`src/hdl/rmr_pkg.sv`:
```
// rmr_pkg: shared constants and carriers for the port traffic mirror
// assumes: one clock domain, 32-bit classic wishbone register access
package rmr_pkg;
  // ----------------------------------------------------------------
  // port numbering and register map
  // ----------------------------------------------------------------
  localparam int          RMR_PW       = 3;          // port index width
  localparam logic [7:0]  RMR_A_CMD    = 8'h00;      // command, write only
  localparam logic [7:0]  RMR_A_STAT   = 8'h04;      // status, read only
  localparam logic [7:0]  RMR_A_MACLO  = 8'h08;      // analyzer mac [31:0]
  localparam logic [7:0]  RMR_A_MACHI  = 8'h0C;      // analyzer mac [47:32]
  localparam logic [7:0]  RMR_A_DROP   = 8'h10;      // dropped copy count
  // ----------------------------------------------------------------
  // field positions
  // ----------------------------------------------------------------
  localparam int          RMR_F_OP     = 0;          // opcode [2:0]
  localparam int          RMR_F_ARG    = 8;          // port argument
  localparam int          RMR_F_DEF    = 0;          // stat: analyzer defined
  localparam int          RMR_F_ACT    = 1;          // stat: mirroring active
  localparam int          RMR_F_ERR    = 2;          // stat: last cmd refused
  localparam int          RMR_F_ANA    = 8;          // stat: analyzer port
  localparam int          RMR_F_MON    = 16;         // stat: monitored port
  localparam logic [15:0] RMR_DROP_RST = 16'h0000;
  localparam logic [47:0] RMR_MAC_RST  = 48'h0;

  // ----------------------------------------------------------------
  // types
  // ----------------------------------------------------------------
  typedef enum logic [2:0] {
    RMR_OP_NOP   = 3'b000,
    RMR_OP_DEF   = 3'b001,
    RMR_OP_UNDEF = 3'b010,
    RMR_OP_START = 3'b011,
    RMR_OP_STOP  = 3'b100
  } rmr_op_t;

  // one beat seen on a switch receive or transmit path
  typedef struct packed {
    logic              valid;
    logic [RMR_PW-1:0] port;
    logic [7:0]        data;
    logic              sof;
    logic              eof;
  } rmr_tap_t;

  // one beat sent to the analyzer port
  typedef struct packed {
    logic [7:0] data;
    logic       last;
    logic       err;
  } rmr_beat_t;
endpackage : rmr_pkg

```
`src/hdl/rmr_rst_sync.sv`:
```
// rmr_rst_sync: releases an active-low reset through two flops
// assumes: asynchronous assertion, release aligned to i_clk
`timescale 1ns/1ps
module rmr_rst_sync (
  input  wire logic i_clk,
  input  wire logic i_rst_n,
  output logic      o_rst_n
);
  logic meta_r;

  // assert at once, release after two edges
  always_ff @(posedge i_clk or negedge i_rst_n) begin
    if (!i_rst_n) begin
      meta_r  <= 1'b0;
      o_rst_n <= 1'b0;
    end else begin
      meta_r  <= 1'b1;
      o_rst_n <= meta_r;
    end
  end
endmodule : rmr_rst_sync

```
`src/hdl/rmr_buf.sv`:
```
// rmr_buf: two-entry buffer for mirrored beats, output from slot 0
// assumes: push only while o_in_rdy, consumer may stall freely
`timescale 1ns/1ps
module rmr_buf (
  input  wire logic              i_clk,
  input  wire logic              i_rst_n,
  input  wire logic              i_in_vld,
  input  rmr_pkg::rmr_beat_t     i_in,
  output logic                   o_in_rdy,
  output logic                   o_out_vld,
  output rmr_pkg::rmr_beat_t     o_out,
  input  wire logic              i_out_rdy
);
  import rmr_pkg::*;
  logic      v1_r, v0_nxt, v1_nxt;
  rmr_beat_t d1_r, d0_nxt, d1_nxt;

  assign o_in_rdy = ~v1_r;  // full only when both slots hold data

  // shift toward slot 0, fill the first free slot
  always_comb begin
    v0_nxt = o_out_vld;
    v1_nxt = v1_r;
    d0_nxt = o_out;
    d1_nxt = d1_r;
    if (o_out_vld && i_out_rdy) begin
      v0_nxt = v1_r;
      d0_nxt = d1_r;
      v1_nxt = 1'b0;
    end
    if (i_in_vld && o_in_rdy) begin
      if (!v0_nxt) begin
        v0_nxt = 1'b1;
        d0_nxt = i_in;
      end else begin
        v1_nxt = 1'b1;
        d1_nxt = i_in;
      end
    end
  end

  always_ff @(posedge i_clk or negedge i_rst_n) begin
    if (!i_rst_n) begin
      o_out_vld <= 1'b0;
      v1_r      <= 1'b0;
      o_out     <= '0;
      d1_r      <= '0;
    end else begin
      o_out_vld <= v0_nxt;
      v1_r      <= v1_nxt;
      o_out     <= d0_nxt;
      d1_r      <= d1_nxt;
    end
  end
endmodule : rmr_buf

```
`src/hdl/rmr_mirror.sv`:
```
// rmr_mirror: copies rx and tx traffic of one port to an analyzer port
// assumes: taps observe the switch paths without back-pressure;
// the switch core applies the block, stp and vlan controls it is given
`timescale 1ns/1ps
module rmr_mirror #(
  parameter int NPORT = 8
) (
  input  wire logic                       i_clk,
  input  wire logic                       i_rst_n,
  input  wire logic                       i_wb_cyc,
  input  wire logic                       i_wb_stb,
  input  wire logic                       i_wb_we,
  input  wire logic [7:0]                 i_wb_adr,
  input  wire logic [3:0]                 i_wb_sel,
  input  wire logic [31:0]                i_wb_dat,
  output logic [31:0]                     o_wb_dat,
  output logic                            o_wb_ack,
  input  rmr_pkg::rmr_tap_t               i_rx_tap,
  input  rmr_pkg::rmr_tap_t               i_tx_tap,
  input  wire logic [NPORT-1:0]           i_stp_cfg,
  input  wire logic [NPORT-1:0]           i_trunk,
  output logic                            o_mir_vld,
  output rmr_pkg::rmr_beat_t              o_mir,
  input  wire logic                       i_mir_rdy,
  output logic [NPORT-1:0]                o_port_blk,
  output logic [NPORT-1:0]                o_stp_en,
  output logic                            o_vlan_drop,
  output logic                            o_vlan_dflt,
  output logic [rmr_pkg::RMR_PW-1:0]      o_vlan_port
);
  import rmr_pkg::*;

  // ----------------------------------------------------------------
  // helpers
  // ----------------------------------------------------------------
  function automatic logic [NPORT-1:0] port_bit(input logic [RMR_PW-1:0] p);
    port_bit = '0;
    port_bit[p] = 1'b1;
  endfunction : port_bit
  typedef enum logic [1:0] {
    RMR_S_IDLE = 2'b00,
    RMR_S_RX   = 2'b01,
    RMR_S_TX   = 2'b10,
    RMR_S_END  = 2'b11
  } rmr_sel_t;
  logic              rst_n;
  logic              ack_nxt;
  logic [31:0]       rd_nxt;
  logic              wr, cmd;
  rmr_op_t           op;
  logic [RMR_PW-1:0] arg;
  logic              def_r, def_nxt, act_r, act_nxt, err_r, err_nxt;
  logic [RMR_PW-1:0] ana_r, ana_nxt, mon_r, mon_nxt;
  logic [47:0]       mac_r, mac_nxt;
  logic [15:0]       drop_r, drop_nxt;
  logic [NPORT-1:0]  blk_nxt, stp_nxt;
  logic              vdrop_nxt, vdflt_nxt;
  logic [RMR_PW-1:0] vport_nxt;
  rmr_sel_t          sel_r, sel_nxt;
  logic              push, b_rdy, rx_hit, tx_hit;
  rmr_beat_t         pbeat;

  rmr_rst_sync u_rst (
    .i_clk   (i_clk),
    .i_rst_n (i_rst_n),
    .o_rst_n (rst_n)
  );

  // ----------------------------------------------------------------
  // wishbone slave
  // ----------------------------------------------------------------
  // write acts at the edge where the master sees ack
  assign wr  = i_wb_cyc && i_wb_stb && i_wb_we && o_wb_ack;
  assign cmd = wr && (i_wb_adr == RMR_A_CMD) && i_wb_sel[0];
  assign op  = rmr_op_t'(i_wb_dat[RMR_F_OP +: 3]);
  assign arg = i_wb_dat[RMR_F_ARG +: RMR_PW];
  // one-cycle ack, read data captured with it
  always_comb begin
    ack_nxt = i_wb_cyc && i_wb_stb && !o_wb_ack;
    rd_nxt  = 32'h0;
    if (i_wb_adr == RMR_A_STAT) begin
      rd_nxt[RMR_F_DEF]            = def_r;
      rd_nxt[RMR_F_ACT]            = act_r;
      rd_nxt[RMR_F_ERR]            = err_r;
      rd_nxt[RMR_F_ANA +: RMR_PW]  = ana_r;
      rd_nxt[RMR_F_MON +: RMR_PW]  = mon_r;
    end else if (i_wb_adr == RMR_A_MACLO) begin
      rd_nxt = mac_r[31:0];
    end else if (i_wb_adr == RMR_A_MACHI) begin
      rd_nxt[15:0] = mac_r[47:32];
    end else if (i_wb_adr == RMR_A_DROP) begin
      rd_nxt[15:0] = drop_r;
    end
    if (!ack_nxt || i_wb_we) begin
      rd_nxt = 32'h0;
    end
  end

  // ----------------------------------------------------------------
  // configuration commands
  // ----------------------------------------------------------------
  always_comb begin
    def_nxt   = def_r;
    act_nxt   = act_r;
    err_nxt   = err_r;
    ana_nxt   = ana_r;
    mon_nxt   = mon_r;
    mac_nxt   = mac_r;
    vdrop_nxt = 1'b0;
    vdflt_nxt = 1'b0;
    vport_nxt = o_vlan_port;
    if (wr && i_wb_adr == RMR_A_MACLO) begin
      for (int b = 0; b < 4; b++) begin
        if (i_wb_sel[b]) begin
          mac_nxt[8*b +: 8] = i_wb_dat[8*b +: 8];
        end
      end
    end
    if (wr && i_wb_adr == RMR_A_MACHI) begin
      for (int b = 0; b < 2; b++) begin
        if (i_wb_sel[b]) begin
          mac_nxt[32+8*b +: 8] = i_wb_dat[8*b +: 8];
        end
      end
    end
    if (cmd) begin
      err_nxt = 1'b0;
      case (op)
        RMR_OP_DEF: begin
          if (def_r || int'(arg) >= NPORT) begin
            err_nxt = 1'b1;
          end else begin
            def_nxt   = 1'b1;
            ana_nxt   = arg;
            vdrop_nxt = 1'b1;
            vport_nxt = arg;
          end
        end
        RMR_OP_UNDEF: begin
          if (!def_r) begin
            err_nxt = 1'b1;
          end else begin
            def_nxt   = 1'b0;
            act_nxt   = 1'b0;
            vdflt_nxt = 1'b1;
            vport_nxt = ana_r;
          end
        end
        RMR_OP_START: begin
          if (!def_r || act_r || int'(arg) >= NPORT) begin
            err_nxt = 1'b1;
          end else if (arg == ana_r) begin
            err_nxt = 1'b1;
          end else if (i_trunk[arg]) begin
            err_nxt = 1'b1;
          end else begin
            act_nxt = 1'b1;
            mon_nxt = arg;
          end
        end
        RMR_OP_STOP: begin
          act_nxt = 1'b0;
        end
        default: begin
          err_nxt = 1'b1;
        end
      endcase
    end
    // port masks follow the analyzer designation
    blk_nxt = def_nxt ? port_bit(ana_nxt) : '0;
    stp_nxt = i_stp_cfg & ~blk_nxt;
  end

  // ----------------------------------------------------------------
  // copy path
  // ----------------------------------------------------------------
  assign rx_hit = i_rx_tap.valid && i_rx_tap.port == mon_r;
  assign tx_hit = i_tx_tap.valid && i_tx_tap.port == mon_r;
  // lock one source per frame so copies never interleave
  always_comb begin
    sel_nxt  = sel_r;
    drop_nxt = drop_r;
    push     = 1'b0;
    pbeat    = '0;
    case (sel_r)
      RMR_S_IDLE: begin
        if (act_r && rx_hit && i_rx_tap.sof) begin
          pbeat = '{data: i_rx_tap.data, last: i_rx_tap.eof, err: 1'b0};
          push  = b_rdy;
          if (!i_rx_tap.eof && b_rdy) begin
            sel_nxt = RMR_S_RX;
          end
        end else if (act_r && tx_hit && i_tx_tap.sof) begin
          pbeat = '{data: i_tx_tap.data, last: i_tx_tap.eof, err: 1'b0};
          push  = b_rdy;
          if (!i_tx_tap.eof && b_rdy) begin
            sel_nxt = RMR_S_TX;
          end
        end
      end
      RMR_S_RX: begin
        if (!act_r) begin
          sel_nxt = RMR_S_END;
        end else if (rx_hit) begin
          pbeat   = '{data: i_rx_tap.data, last: i_rx_tap.eof, err: 1'b0};
          push    = b_rdy;
          sel_nxt = !b_rdy ? RMR_S_END : i_rx_tap.eof ? RMR_S_IDLE : RMR_S_RX;
        end
      end
      RMR_S_TX: begin
        if (!act_r) begin
          sel_nxt = RMR_S_END;
        end else if (tx_hit) begin
          pbeat   = '{data: i_tx_tap.data, last: i_tx_tap.eof, err: 1'b0};
          push    = b_rdy;
          sel_nxt = !b_rdy ? RMR_S_END : i_tx_tap.eof ? RMR_S_IDLE : RMR_S_TX;
        end
      end
      RMR_S_END: begin
        // close a cut frame with an error beat
        pbeat = '{data: 8'h00, last: 1'b1, err: 1'b1};
        push  = b_rdy;
        if (b_rdy) begin
          sel_nxt = RMR_S_IDLE;
        end
      end
      default: begin
        sel_nxt = RMR_S_IDLE;
      end
    endcase
    // count frames lost: no room at sof, other source locked, or a cut frame closed
    if (act_r && rx_hit && i_rx_tap.sof && sel_r != RMR_S_RX && !(sel_r == RMR_S_IDLE && b_rdy)) begin
      drop_nxt = drop_nxt + 16'h0001;
    end
    if (act_r && tx_hit && i_tx_tap.sof && sel_r != RMR_S_TX
        && !(sel_r == RMR_S_IDLE && b_rdy && !(rx_hit && i_rx_tap.sof))) begin
      drop_nxt = drop_nxt + 16'h0001;             // rx wins a shared sof
    end
    if (sel_r == RMR_S_END && b_rdy) begin
      drop_nxt = drop_nxt + 16'h0001;             // counted even after stop
    end
  end

  rmr_buf u_buf (
    .i_clk     (i_clk),
    .i_rst_n   (rst_n),
    .i_in_vld  (push),
    .i_in      (pbeat),
    .o_in_rdy  (b_rdy),
    .o_out_vld (o_mir_vld),
    .o_out     (o_mir),
    .i_out_rdy (i_mir_rdy)
  );

  // ----------------------------------------------------------------
  // state registers
  // ----------------------------------------------------------------
  always_ff @(posedge i_clk or negedge rst_n) begin
    if (!rst_n) begin
      o_wb_ack    <= 1'b0;
      o_wb_dat    <= 32'h0;
      def_r       <= 1'b0;
      act_r       <= 1'b0;
      err_r       <= 1'b0;
      ana_r       <= '0;
      mon_r       <= '0;
      mac_r       <= RMR_MAC_RST;
      drop_r      <= RMR_DROP_RST;
      sel_r       <= RMR_S_IDLE;
      o_port_blk  <= '0;
      o_stp_en    <= '0;
      o_vlan_drop <= 1'b0;
      o_vlan_dflt <= 1'b0;
      o_vlan_port <= '0;
    end else begin
      o_wb_ack    <= ack_nxt;
      o_wb_dat    <= rd_nxt;
      def_r       <= def_nxt;
      act_r       <= act_nxt;
      err_r       <= err_nxt;
      ana_r       <= ana_nxt;
      mon_r       <= mon_nxt;
      mac_r       <= mac_nxt;
      drop_r      <= drop_nxt;
      sel_r       <= sel_nxt;
      o_port_blk  <= blk_nxt;
      o_stp_en    <= stp_nxt;
      o_vlan_drop <= vdrop_nxt;
      o_vlan_dflt <= vdflt_nxt;
      o_vlan_port <= vport_nxt;
    end
  end
endmodule : rmr_mirror

```
`config.mk`:
```
export PLATFORM = sky130hd
export DESIGN_NAME = rmr_mirror
export DESIGN_NICKNAME = d
export VERILOG_FILES = /design/src/hdl/rmr_pkg.sv /design/src/hdl/rmr_rst_sync.sv /design/src/hdl/rmr_buf.sv /design/src/hdl/rmr_mirror.sv
export SDC_FILE = /design/constraint.sdc
export NUM_CORES = 1
export LEC_CHECK = 0
export BUFFER_PORTS_ARGS = -buffer_cell sky130_fd_sc_hd__buf_2
export CAP_MARGIN = 0
export CORE_UTILIZATION = 60
export DETAILED_ROUTE_END_ITERATION = 16
export PLACE_DENSITY_LB_ADDON = 0.25
export SLEW_MARGIN = 20
export SYNTH_ARGS = -nofsm -noshare
export SYNTH_HDL_FRONTEND = slang
export SYNTH_SLANG_ARGS = --single-unit
```
`constraint.sdc`:
```
create_clock -name i_clk -period 10 [get_ports i_clk]
set_clock_uncertainty 0.1 [all_clocks]
set_input_delay 0.5 -clock i_clk [delete_from_list [all_inputs] [get_ports i_clk]]
set_output_delay 0.5 -clock i_clk [all_outputs]
set_load 0.02 [all_outputs]
```
# Word-level counts from Yosys, hierarchy flattened
# Cells that the tools add are included.
dict set report classes {
  add_sub_neg 3
  order_cmp 3
  n_eq_ne 27
  muxes 78
  bitwise 6
  n_reduce_logical 52
}
# cell n
set ops {}
lappend ops {{$mux W16} 7}
lappend ops {{$mux W10} 9}
lappend ops {{$add A16 B1 Y16 const B} 3}
lappend ops {{$pmux W10 S4} 1}
lappend ops {{$mux W32} 1}
lappend ops {{$mux W1} 28}
lappend ops {{$logic_and A1 B1 Y1} 27}
lappend ops {{$mux W2} 12}
lappend ops {{$mux W3} 8}
lappend ops {{$eq A8 B4 Y1 const B} 2}
lappend ops {{$ne A2 B2 Y1 const B} 7}
lappend ops {{$reduce_and A2 Y1} 7}
lappend ops {{$mux W13} 1}
lappend ops {{$ne A3 B3 Y1 const B} 4}
lappend ops {{$reduce_and A6 Y1} 2}
lappend ops {{$mux W5} 2}
lappend ops {{$eq A3 B3 Y1} 3}
lappend ops {{$and A8 B8 Y8} 1}
lappend ops {{$eq A8 B3 Y1 const B} 1}
lappend ops {{$eq A8 B5 Y1 const B} 1}
lappend ops {{$logic_not A1 Y1} 8}
lappend ops {{$logic_not A8 Y1} 1}
lappend ops {{$lt A3 B4 Y1 const B} 2}
lappend ops {{$mux W8} 1}
lappend ops {{23 further kinds} 30}
dict set report word_totals {
  regBits 153
  wordCells 199
}

# Longest topological paths before layout
# Gate-level depths: netlist of run 1.
dict set report depth {
  word_depth 13
  ltp_mapped 14
  depth_no_buf 14
}

# Cells and area by module
# A second synthesis of run 1 with hierarchy kept.
dict set report unflattened {
  hier_cells 747
  hier_area_um2 8199.1
}
# mod n_inst cells_each area_per_inst_um2 seq_area_each_um2
set by_module_without_submodules {}
lappend by_module_without_submodules {rmr_mirror 1 680 7190.6 3228.1}
lappend by_module_without_submodules {rmr_buf 1 64 954.7 550.5}
lappend by_module_without_submodules {rmr_rst_sync 1 3 53.8 50.0}

# Worst setup path after synthesis of run 1
# OpenSTA, ideal clock, no wires.
dict set report synth_path {
  path_kind {register to register}
  start {register sel_r[0]}
  end {register drop_r[12]}
  setup_ns 0.128
  arrival_time_ns 3.468
  required_ns 9.772
  slack_ns 6.305
  path_stages_with_launch 15
  cell_sequence {dfrtp_1 inv_1 ha_1 nor2b_1 nor3_1 nand2_1 mux2_2 ha_1 nor4b_1 o21ai_0 nor4_4 xnor2_1 or3b_4 or3b_1 xor2_1}
}
dict set report synth_via {
  elab_chain_cells 9
  word_cells_on_any_way 18
  classes_between {add/sub (2); eq/ne (3); mux (3); reduce/logical (10)}
}
# item line_no
set synth_rtl {}
lappend synth_rtl {{start: declaration} rmr_mirror.sv:59} ;# rmr_sel_t sel_r, sel_nxt;
lappend synth_rtl {{start signal: assignment} rmr_mirror.sv:285} ;# sel_r <= sel_nxt;
lappend synth_rtl {{$logic_not A2 Y1} {rmr_mirror.sv:232, rmr_mirror.sv:236}}
lappend synth_rtl {{$logic_and A1 B1 Y1} {rmr_mirror.sv:232, rmr_mirror.sv:236}}
lappend synth_rtl {{$logic_not A1 Y1} rmr_mirror.sv:232} ;# if (act_r && rx_hit && i_rx_tap.sof && sel_r != RMR_S_RX && !(sel_r == RMR_S_IDLE && b_rdy)) begin
lappend synth_rtl {{$logic_and A1 B1 Y1} rmr_mirror.sv:232}
lappend synth_rtl {{$mux W16} rmr_mirror.sv:232}
lappend synth_rtl {{$add A16 B1 Y16} rmr_mirror.sv:237} ;# drop_nxt = drop_nxt + 16'h0001;
lappend synth_rtl {{$mux W16} rmr_mirror.sv:235} ;# if (act_r && tx_hit && i_tx_tap.sof && sel_r != RMR_S_TX
lappend synth_rtl {{$add A16 B1 Y16} rmr_mirror.sv:240} ;# drop_nxt = drop_nxt + 16'h0001;
lappend synth_rtl {{$mux W16 (*)} rmr_mirror.sv:239} ;# if (sel_r == RMR_S_END && b_rdy) begin
lappend synth_rtl {{net drop_nxt[12]} rmr_mirror.sv:55} ;# logic [15:0] drop_r, drop_nxt;
lappend synth_rtl {{end signal: assignment} rmr_mirror.sv:284} ;# drop_r <= drop_nxt;
lappend synth_rtl {{end: declaration} rmr_mirror.sv:55}
# The timed path passes the listed nets; every way through them passes the cells marked *.
# A chain may end at the register's enable or synchronous reset.

# Final worst setup path of run 1
# Same ends and word-level chain as after synthesis.

==> results of run 1 <==
## layout make-up
class | count | area (sq um) | area share, %
flip-flops and latches | 153 | 3830 | 41.2
inverters | 15 | 56.3 | 0.605
clock buffers | 17 | 425 | 4.57
repair buffers | 160 | 812 | 8.73
multi-input cells | 522 | 3740 | 40.2
well taps | 172 | 215 | 2.31
clock inverters | 15 | 226 | 2.43
## power by group
group	internal, mW	total, mW	switching (mW)
clock	0.429	0.707	0.278
combinational	0.135	0.321	0.187
sequential	0.648	0.699	0.0513
## critical path, delay by kind of cell, from the launching register on
kind | cells | cell delay [ps]
muxes | 1 | 260
AOI/OAI and AO/OA | 1 | 250
xor gates and xnor gates | 2 | 350
adders and majority gates | 2 | 540
DFF | 1 | 420
buffers and inverters | 1 | 90
and+or+nand+nor | 7 | 2250
## cells by family after synthesis
family / after synthesis / share of synthesized area (%)
AO/OA/AOI/OAI: 106 / 8.95
XOR/XNOR: 52 / 6.59
adder cells (fa/ha/maj): 8 / 1.29
buffers and inverters: 44 / 2.28
flip-flops: 153 / 49.5
multiplexers: 94 / 13.6
other: 1 / 0.0484
AND/OR/NAND/NOR: 261 / 17.7
## through the flow
stage                     setup WS (ps)  power, mW  utilization [%]
final                              5630       1.73             73.7
after floorplan                    5320      0.941                -
after global routing               5300       1.80             73.7
after detailed placement           5680       1.03             68.5
after CTS                          5670       1.73             73.7
after global placement             5830       1.02             68.5
## state kept, by name (all words and copies together) (netlist names), 8 cells and up
register	cells
drop_r	16
u_buf.o_out	10
o_port_blk	8
u_buf.d1_r	10
o_wb_dat	32
o_stp_en	8
mac_r	48
## worst paths after layout
| path | end | slack (ps) | cells past startpoint |
|---|---|---|---|
| max | drop_r[12]$_DFF_PN0_ | 5630 | 14 |
| min | o_stp_en[3]$_DFF_PN0_ | 190 | 2 |
| max reg2reg | drop_r[12]$_DFF_PN0_ | 5630 | 14 |
| min reg2reg | u_rst.o_rst_n$_DFF_PN0_ | 260 | 0 |
| max in group asynchronous | u_buf.d1_r[4]$_DFFE_PN0P_ | 8210 | 1 |
| min in group asynchronous | u_rst.o_rst_n$_DFF_PN0_ | 280 | 2 |
## metal layers
metal / global-route usage (%) / up-vias / routed length [microns]
li1: - / 2843 / -
met1: 37.0 / 3022 / 7940
met2: 52.3 / 189 / 9710
met3: 6.01 / 26 / 954
met5: 0 / - / 0
met4: 11.2 / 0 / 329
## layout by cell type, fill, tap and decap left out, types with 7 or more instances in the layout
| cell type | instances |
|---|---|
| buf_2 | 158 |
| dfrtp_1 | 152 |
| mux2_2 | 72 |
| nor2_1 | 67 |
| nand2_1 | 61 |
| xnor2_1 | 34 |
| o21ai_0 | 34 |
| nor3_1 | 20 |
| a21oi_1 | 20 |
| mux2i_1 | 20 |
| clkbuf_16 | 17 |
| and2_1 | 16 |
| inv_1 | 15 |
| nor2b_1 | 13 |
| xor2_1 | 13 |
| a22oi_1 | 12 |
| nor4_1 | 11 |
| and3_1 | 10 |
| nand4_1 | 9 |
| ha_1 | 8 |
| nand2b_1 | 7 |
| nand3_1 | 7 |
## Yosys cell counts, drive strengths merged (13+ instances only)
cell type,number,share of area [%]
a21oi,20,1.3
and2,17,1.4
nor3,20,1.3
xor2,14,1.7
inv,15,0.73
dfrtp,153,49
nand2,61,3.0
xnor2,37,4.6
mux2,72,10
nor4,13,1.3
o21ai,35,2.3
clkbuf,21,1.0
nor2,67,3.2
mux2i,20,2.6
nor2b,13,1.1
==> impl_metrics.json, run 1 <==
{
  "status": "complete, no violations",
  "nFillCells": 931,
  "synthCells": 719,
  "antenna_found_initial": 0,
  "htreeDepth": 4,
  "routedWlPerCell_microns": 18.0,
  "synth_cell_types": 69,
  "grt_usage_pct": 30.0,
  "grt_max_degree": 86,
  "worstPathRequired_ps": 10200,
  "rr_startpoint": "sel_r[0]$_DFFE_PN0P_",
  "clock-root-buffer": "clkbuf_16",
  "final_cell_area_sq_um": 9300,
  "min_from": "i_stp_cfg[3]",
  "cpPeakStageDelay_ps": 470,
  "postCtsSetupRepairBufs": 0,
  "tritoncts": "done",
  "clockBufferDepth": 2,
  "synth_fp_nets": 821,
  "start_util_pct": 61.3,
  "rows": 41,
  "synth_edf_count": 0,
  "cp_common_cell": "ha_1",
  "fin_tns_setup_ps": 0,
  "synth_top_flop_cell": "dfrtp_1",
  "crit_fanout": 12,
  "hold_violations": 0,
  "synth_area_per_cell_sq_um": 10.8,
  "pwr_density_cell_nw_per_um2": 186,
  "slowest_stage": "nor3_1",
  "ys_ff_latch": 153,
  "finalCriticalPeriod_ps": 4370,
  "detail-route-antenna-nets": 0,
  "die-area_sq_um": 13400,
  "start_kind": "flip-flop",
  "dp_hpwl_mm": 13.7,
  "drtIter0Drc": 444,
  "grt_setup_unrepaired": "false",
  "place_area_sq_um": 8640,
  "yosys_warnings": 0,
  "core_area_sq_um": 12600,
  "drt_wl_total_mm": 18.9,
  "cts_resized": 0,
  "max_slew_margin_pct": 22.7,
  "gp_congestion": 0.957,
  "dr_total_vias": 6080,
  "grt_pass1_vias": 6054,
  "drc": 0,
  "area_growth_pct": 20.2,
  "nets": 971,
  "die_x_microns": 116,
  "cp_cell_sequence": "inv_1 > ha_1 > nor2b_1 > nor3_1 > nand2_1 > mux2_2 > ha_1 > nor4b_1 > o21ai_0 > nor4_4 > xnor2_1 > or3b_4 > or3b_1 > xor2_1",
  "yosysSeqAreaShare_pct": 49.5,
  "layout-drive-gt1-share_pct": 32.0,
  "fin_crit_sh_pct": 43.7,
  "dr.pass1.iters": 7,
  "drv_slew": 0,
  "io_buffers": 158,
  "grt_pass1_wl_mm": 30.1,
  "p_leak_nw": 4.48,
  "cts.reportedPaths.clkPinSlew_ps": 70,
  "final_cells": 1054,
  "path_class": "flip-flop to flip-flop",
  "worst_setup_path_end_kind": "flip-flop",
  "antenna_cells": 0,
  "worst_hold_slack_ps": 193,
  "peakVddDrop_mv": 0.139,
  "die-height_microns": 116,
  "setup_violations": 0,
  "cp-startpoint": "sel_r[0]$_DFFE_PN0P_",
  "clock_latency_ps": 420,
  "num_io_pins": 159,
  "synth-async-reset-ratio_pct": 100,
  "fmax_mhz": 229,
  "viasPerCell": 5.77,
  "arrival_ps": 4570,
  "cts_hold_buffers": 1,
  "cts_made_buffers": 17,
  "maxCapViolCount": 0,
  "dp_cells": 1021,
  "tightest_slew_ps": 1160,
  "hold_class": "input pin to flip-flop",
  "overflow": 0,
  "clkSinkCount": 153,
  "netlist_area_sq_um": 7740
}
Power figures use the tool's default switching activity.
==> run 2, diff against run 1 <==
CORE_UTILIZATION = 55   (was 60)
clock period = 4.6 ns   (was 10 ns; I/O delays follow)
==> impl_metrics.json, run 2 (same netlist as run 1, synthesis figures left out) <==
{
  "arrival_ps": 4470,
  "num_io_pins": 159,
  "routedWlPerCell_microns": 18.1,
  "intPower_mw": 2.55,
  "drv_slew": 0,
  "drc": 0,
  "hold_class": "input pin to async pin",
  "die-height_microns": 121,
  "cts_resized": 0,
  "p_sw_mw": 1.14,
  "postCtsSetupRepairBufs": 0,
  "path_class": "flip-flop to flip-flop",
  "slowest_stage": "or3b_4",
  "top_regs": "mac_r (48), o_wb_dat (32), drop_r (16)",
  "final_cell_mix": "buf_2, dfrtp_1, mux2_2",
  "fmax_mhz": 234,
  "clkSinkCount": 153,
  "max_slew_margin_pct": 25.7,
  "core_area_sq_um": 13500,
  "grt_setup_unrepaired": "false",
  "die_x_microns": 121,
  "io_buffers": 158,
  "grt_pass1_wl_mm": 32.4,
  "finalCriticalPeriod_ps": 4270,
  "start_kind": "flip-flop",
  "hold_violations": 0,
  "dr.pass1.iters": 5,
  "seq_power_share_pct": 40.7,
  "cts.reportedPaths.clkPinSlew_ps": 70,
  "worst_setup_path_end_kind": "flip-flop",
  "dp_hpwl_mm": 14.2,
  "status": "complete, no violations",
  "final_cells": 1098,
  "area_growth_pct": 24.7,
  "peakVddDrop_mv": 0.263,
  "detail-route-antenna-nets": 0,
  "clockBufferDepth": 2,
  "grt_usage_pct": 29.0,
  "cts_made_buffers": 17,
  "nets": 1011,
  "largest_reg_flops": 48,
  "tightest_slew_ps": 1110,
  "cp_common_cell": "ha_1",
  "drt_wl_total_mm": 19.9,
  "cts_hold_buffers": 36,
  "clock-root-buffer": "clkbuf_16",
  "die-area_sq_um": 14600,
  "drtIter0Drc": 395,
  "start_util_pct": 57.3,
  "layout_commonest_cell": "buf_2",
  "rows": 42,
  "post-place-ws_ps": 408,
  "cpPeakStageDelay_ps": 450,
  "largest_register": "mac_r",
  "dr_total_vias": 6260,
  "worstPathRequired_ps": 4800,
  "antenna_found_initial": 0,
  "dp_cells": 1030,
  "clock_latency_ps": 420,
  "gp_congestion": 0.899,
  "p_leak_nw": 4.63,
  "grt_pass1_vias": 6533,
  "setup_slack_ps": 328,
  "reg2reg_slack_ps": 330,
  "p_total_mw": 3.69,
  "setup_violations": 0,
  "fin_crit_sh_pct": 92.9,
  "htreeDepth": 4,
  "tritoncts": "done",
  "antenna_cells": 0,
  "fin_tns_setup_ps": 0,
  "maxCapViolCount": 0,
  "grt_max_degree": 69,
  "p_sw_share_pct": 30.9,
  "overflow": 0,
  "pwr_density_cell_nw_per_um2": 382,
  "cp_cell_sequence": "inv_1 > ha_1 > nor2b_1 > nor3_1 > buf_4 > a21oi_1 > or2_2 > ha_1 > nor4b_1 > o21ai_0 > nor4_4 > xnor2_1 > or3b_4 > or3b_1 > xor2_1",
  "clkPwrFrac_pct": 38.8,
  "viasPerCell": 5.70,
  "crit_fanout": 12,
  "layout-drive-gt1-share_pct": 31.2,
  "combPwrFrac_pct": 20.5
}
-- run 2: cell count changes in the layout (fill, tap and decap cells not counted), sizes merged --
cell         before  now
buf             159  164
bufinv            4    2
clkinv            0    5
dlygate4sd3       1   36
inv              24   21
-- run 2: worst paths after layout --
kind,from,end,cells past startpoint
setup / recovery,sel_r[0]$_DFFE_PN0P_,drop_r[12]$_DFF_PN0_,15
setup reg to reg,sel_r[0]$_DFFE_PN0P_,drop_r[12]$_DFF_PN0_,15
hold reg to reg,u_rst.meta_r$_DFF_PN0_,u_rst.o_rst_n$_DFF_PN0_,0
min in group i_clk,i_wb_cyc,o_wb_ack$_DFF_PN0_,3
max in group asynchronous,u_rst.o_rst_n$_DFF_PN0_,o_wb_dat[9]$_DFF_PN0_,1
hold / removal,i_rst_n,u_rst.o_rst_n$_DFF_PN0_,2
-- run 2: cell type report --
type / count / area (sq um)
timing repair buffer: 200 / 1200
sequential: 153 / 3830
fill: 1007 / 3850
tap: 176 / 220
clock buffer: 17 / 425
clock inverter: 15 / 185
inverter: 15 / 56.3
multi-input combinational: 522 / 3740
-- run 2: power groups by stage --
stage          clock network, mW  registers, mW  logic [mW]
2_1_floorplan                  0           1.51       0.531
6_report                    1.43           1.50       0.756
5_1_grt                     1.50           1.51       0.837
3_3_place_gp                   0           1.52       0.708
3_5_place_dp                   0           1.53       0.719
4_1_cts                     1.45           1.50       0.749
-- run 2: stage by stage --
step	area, sq um	hold WS, ps	util [%]
finish	9660	10.0	71.5
global route	9660	10.3	71.5
CTS	9650	7.18	71.5
detailed placement	8680	-83.0	64.3
global placement	8680	-85.8	64.3
floorplan	7740	-166	-
-- run 2: critical path, delay by kind of cell (launching register included) --
| kind | cells | cell delay (ps) |
|---|---|---|
| xor gates and xnor gates | 2 | 350 |
| buffers and inverters | 2 | 260 |
| AOI/OAI and AO/OA | 2 | 400 |
| DFF | 1 | 430 |
| and+or+nand+nor | 7 | 2010 |
| adders and majority gates | 2 | 600 |
-- run 2: per-layer routing --
layer  vias to the layer above  GRT usage (%)  wire length [microns]
met2                       205           51.3                  10200
met3                        33           4.67                    871
li1                       2925              -                      -
met1                      3097           35.9                   8400
met5                         -              0                      0
met4                         0           10.6                    411
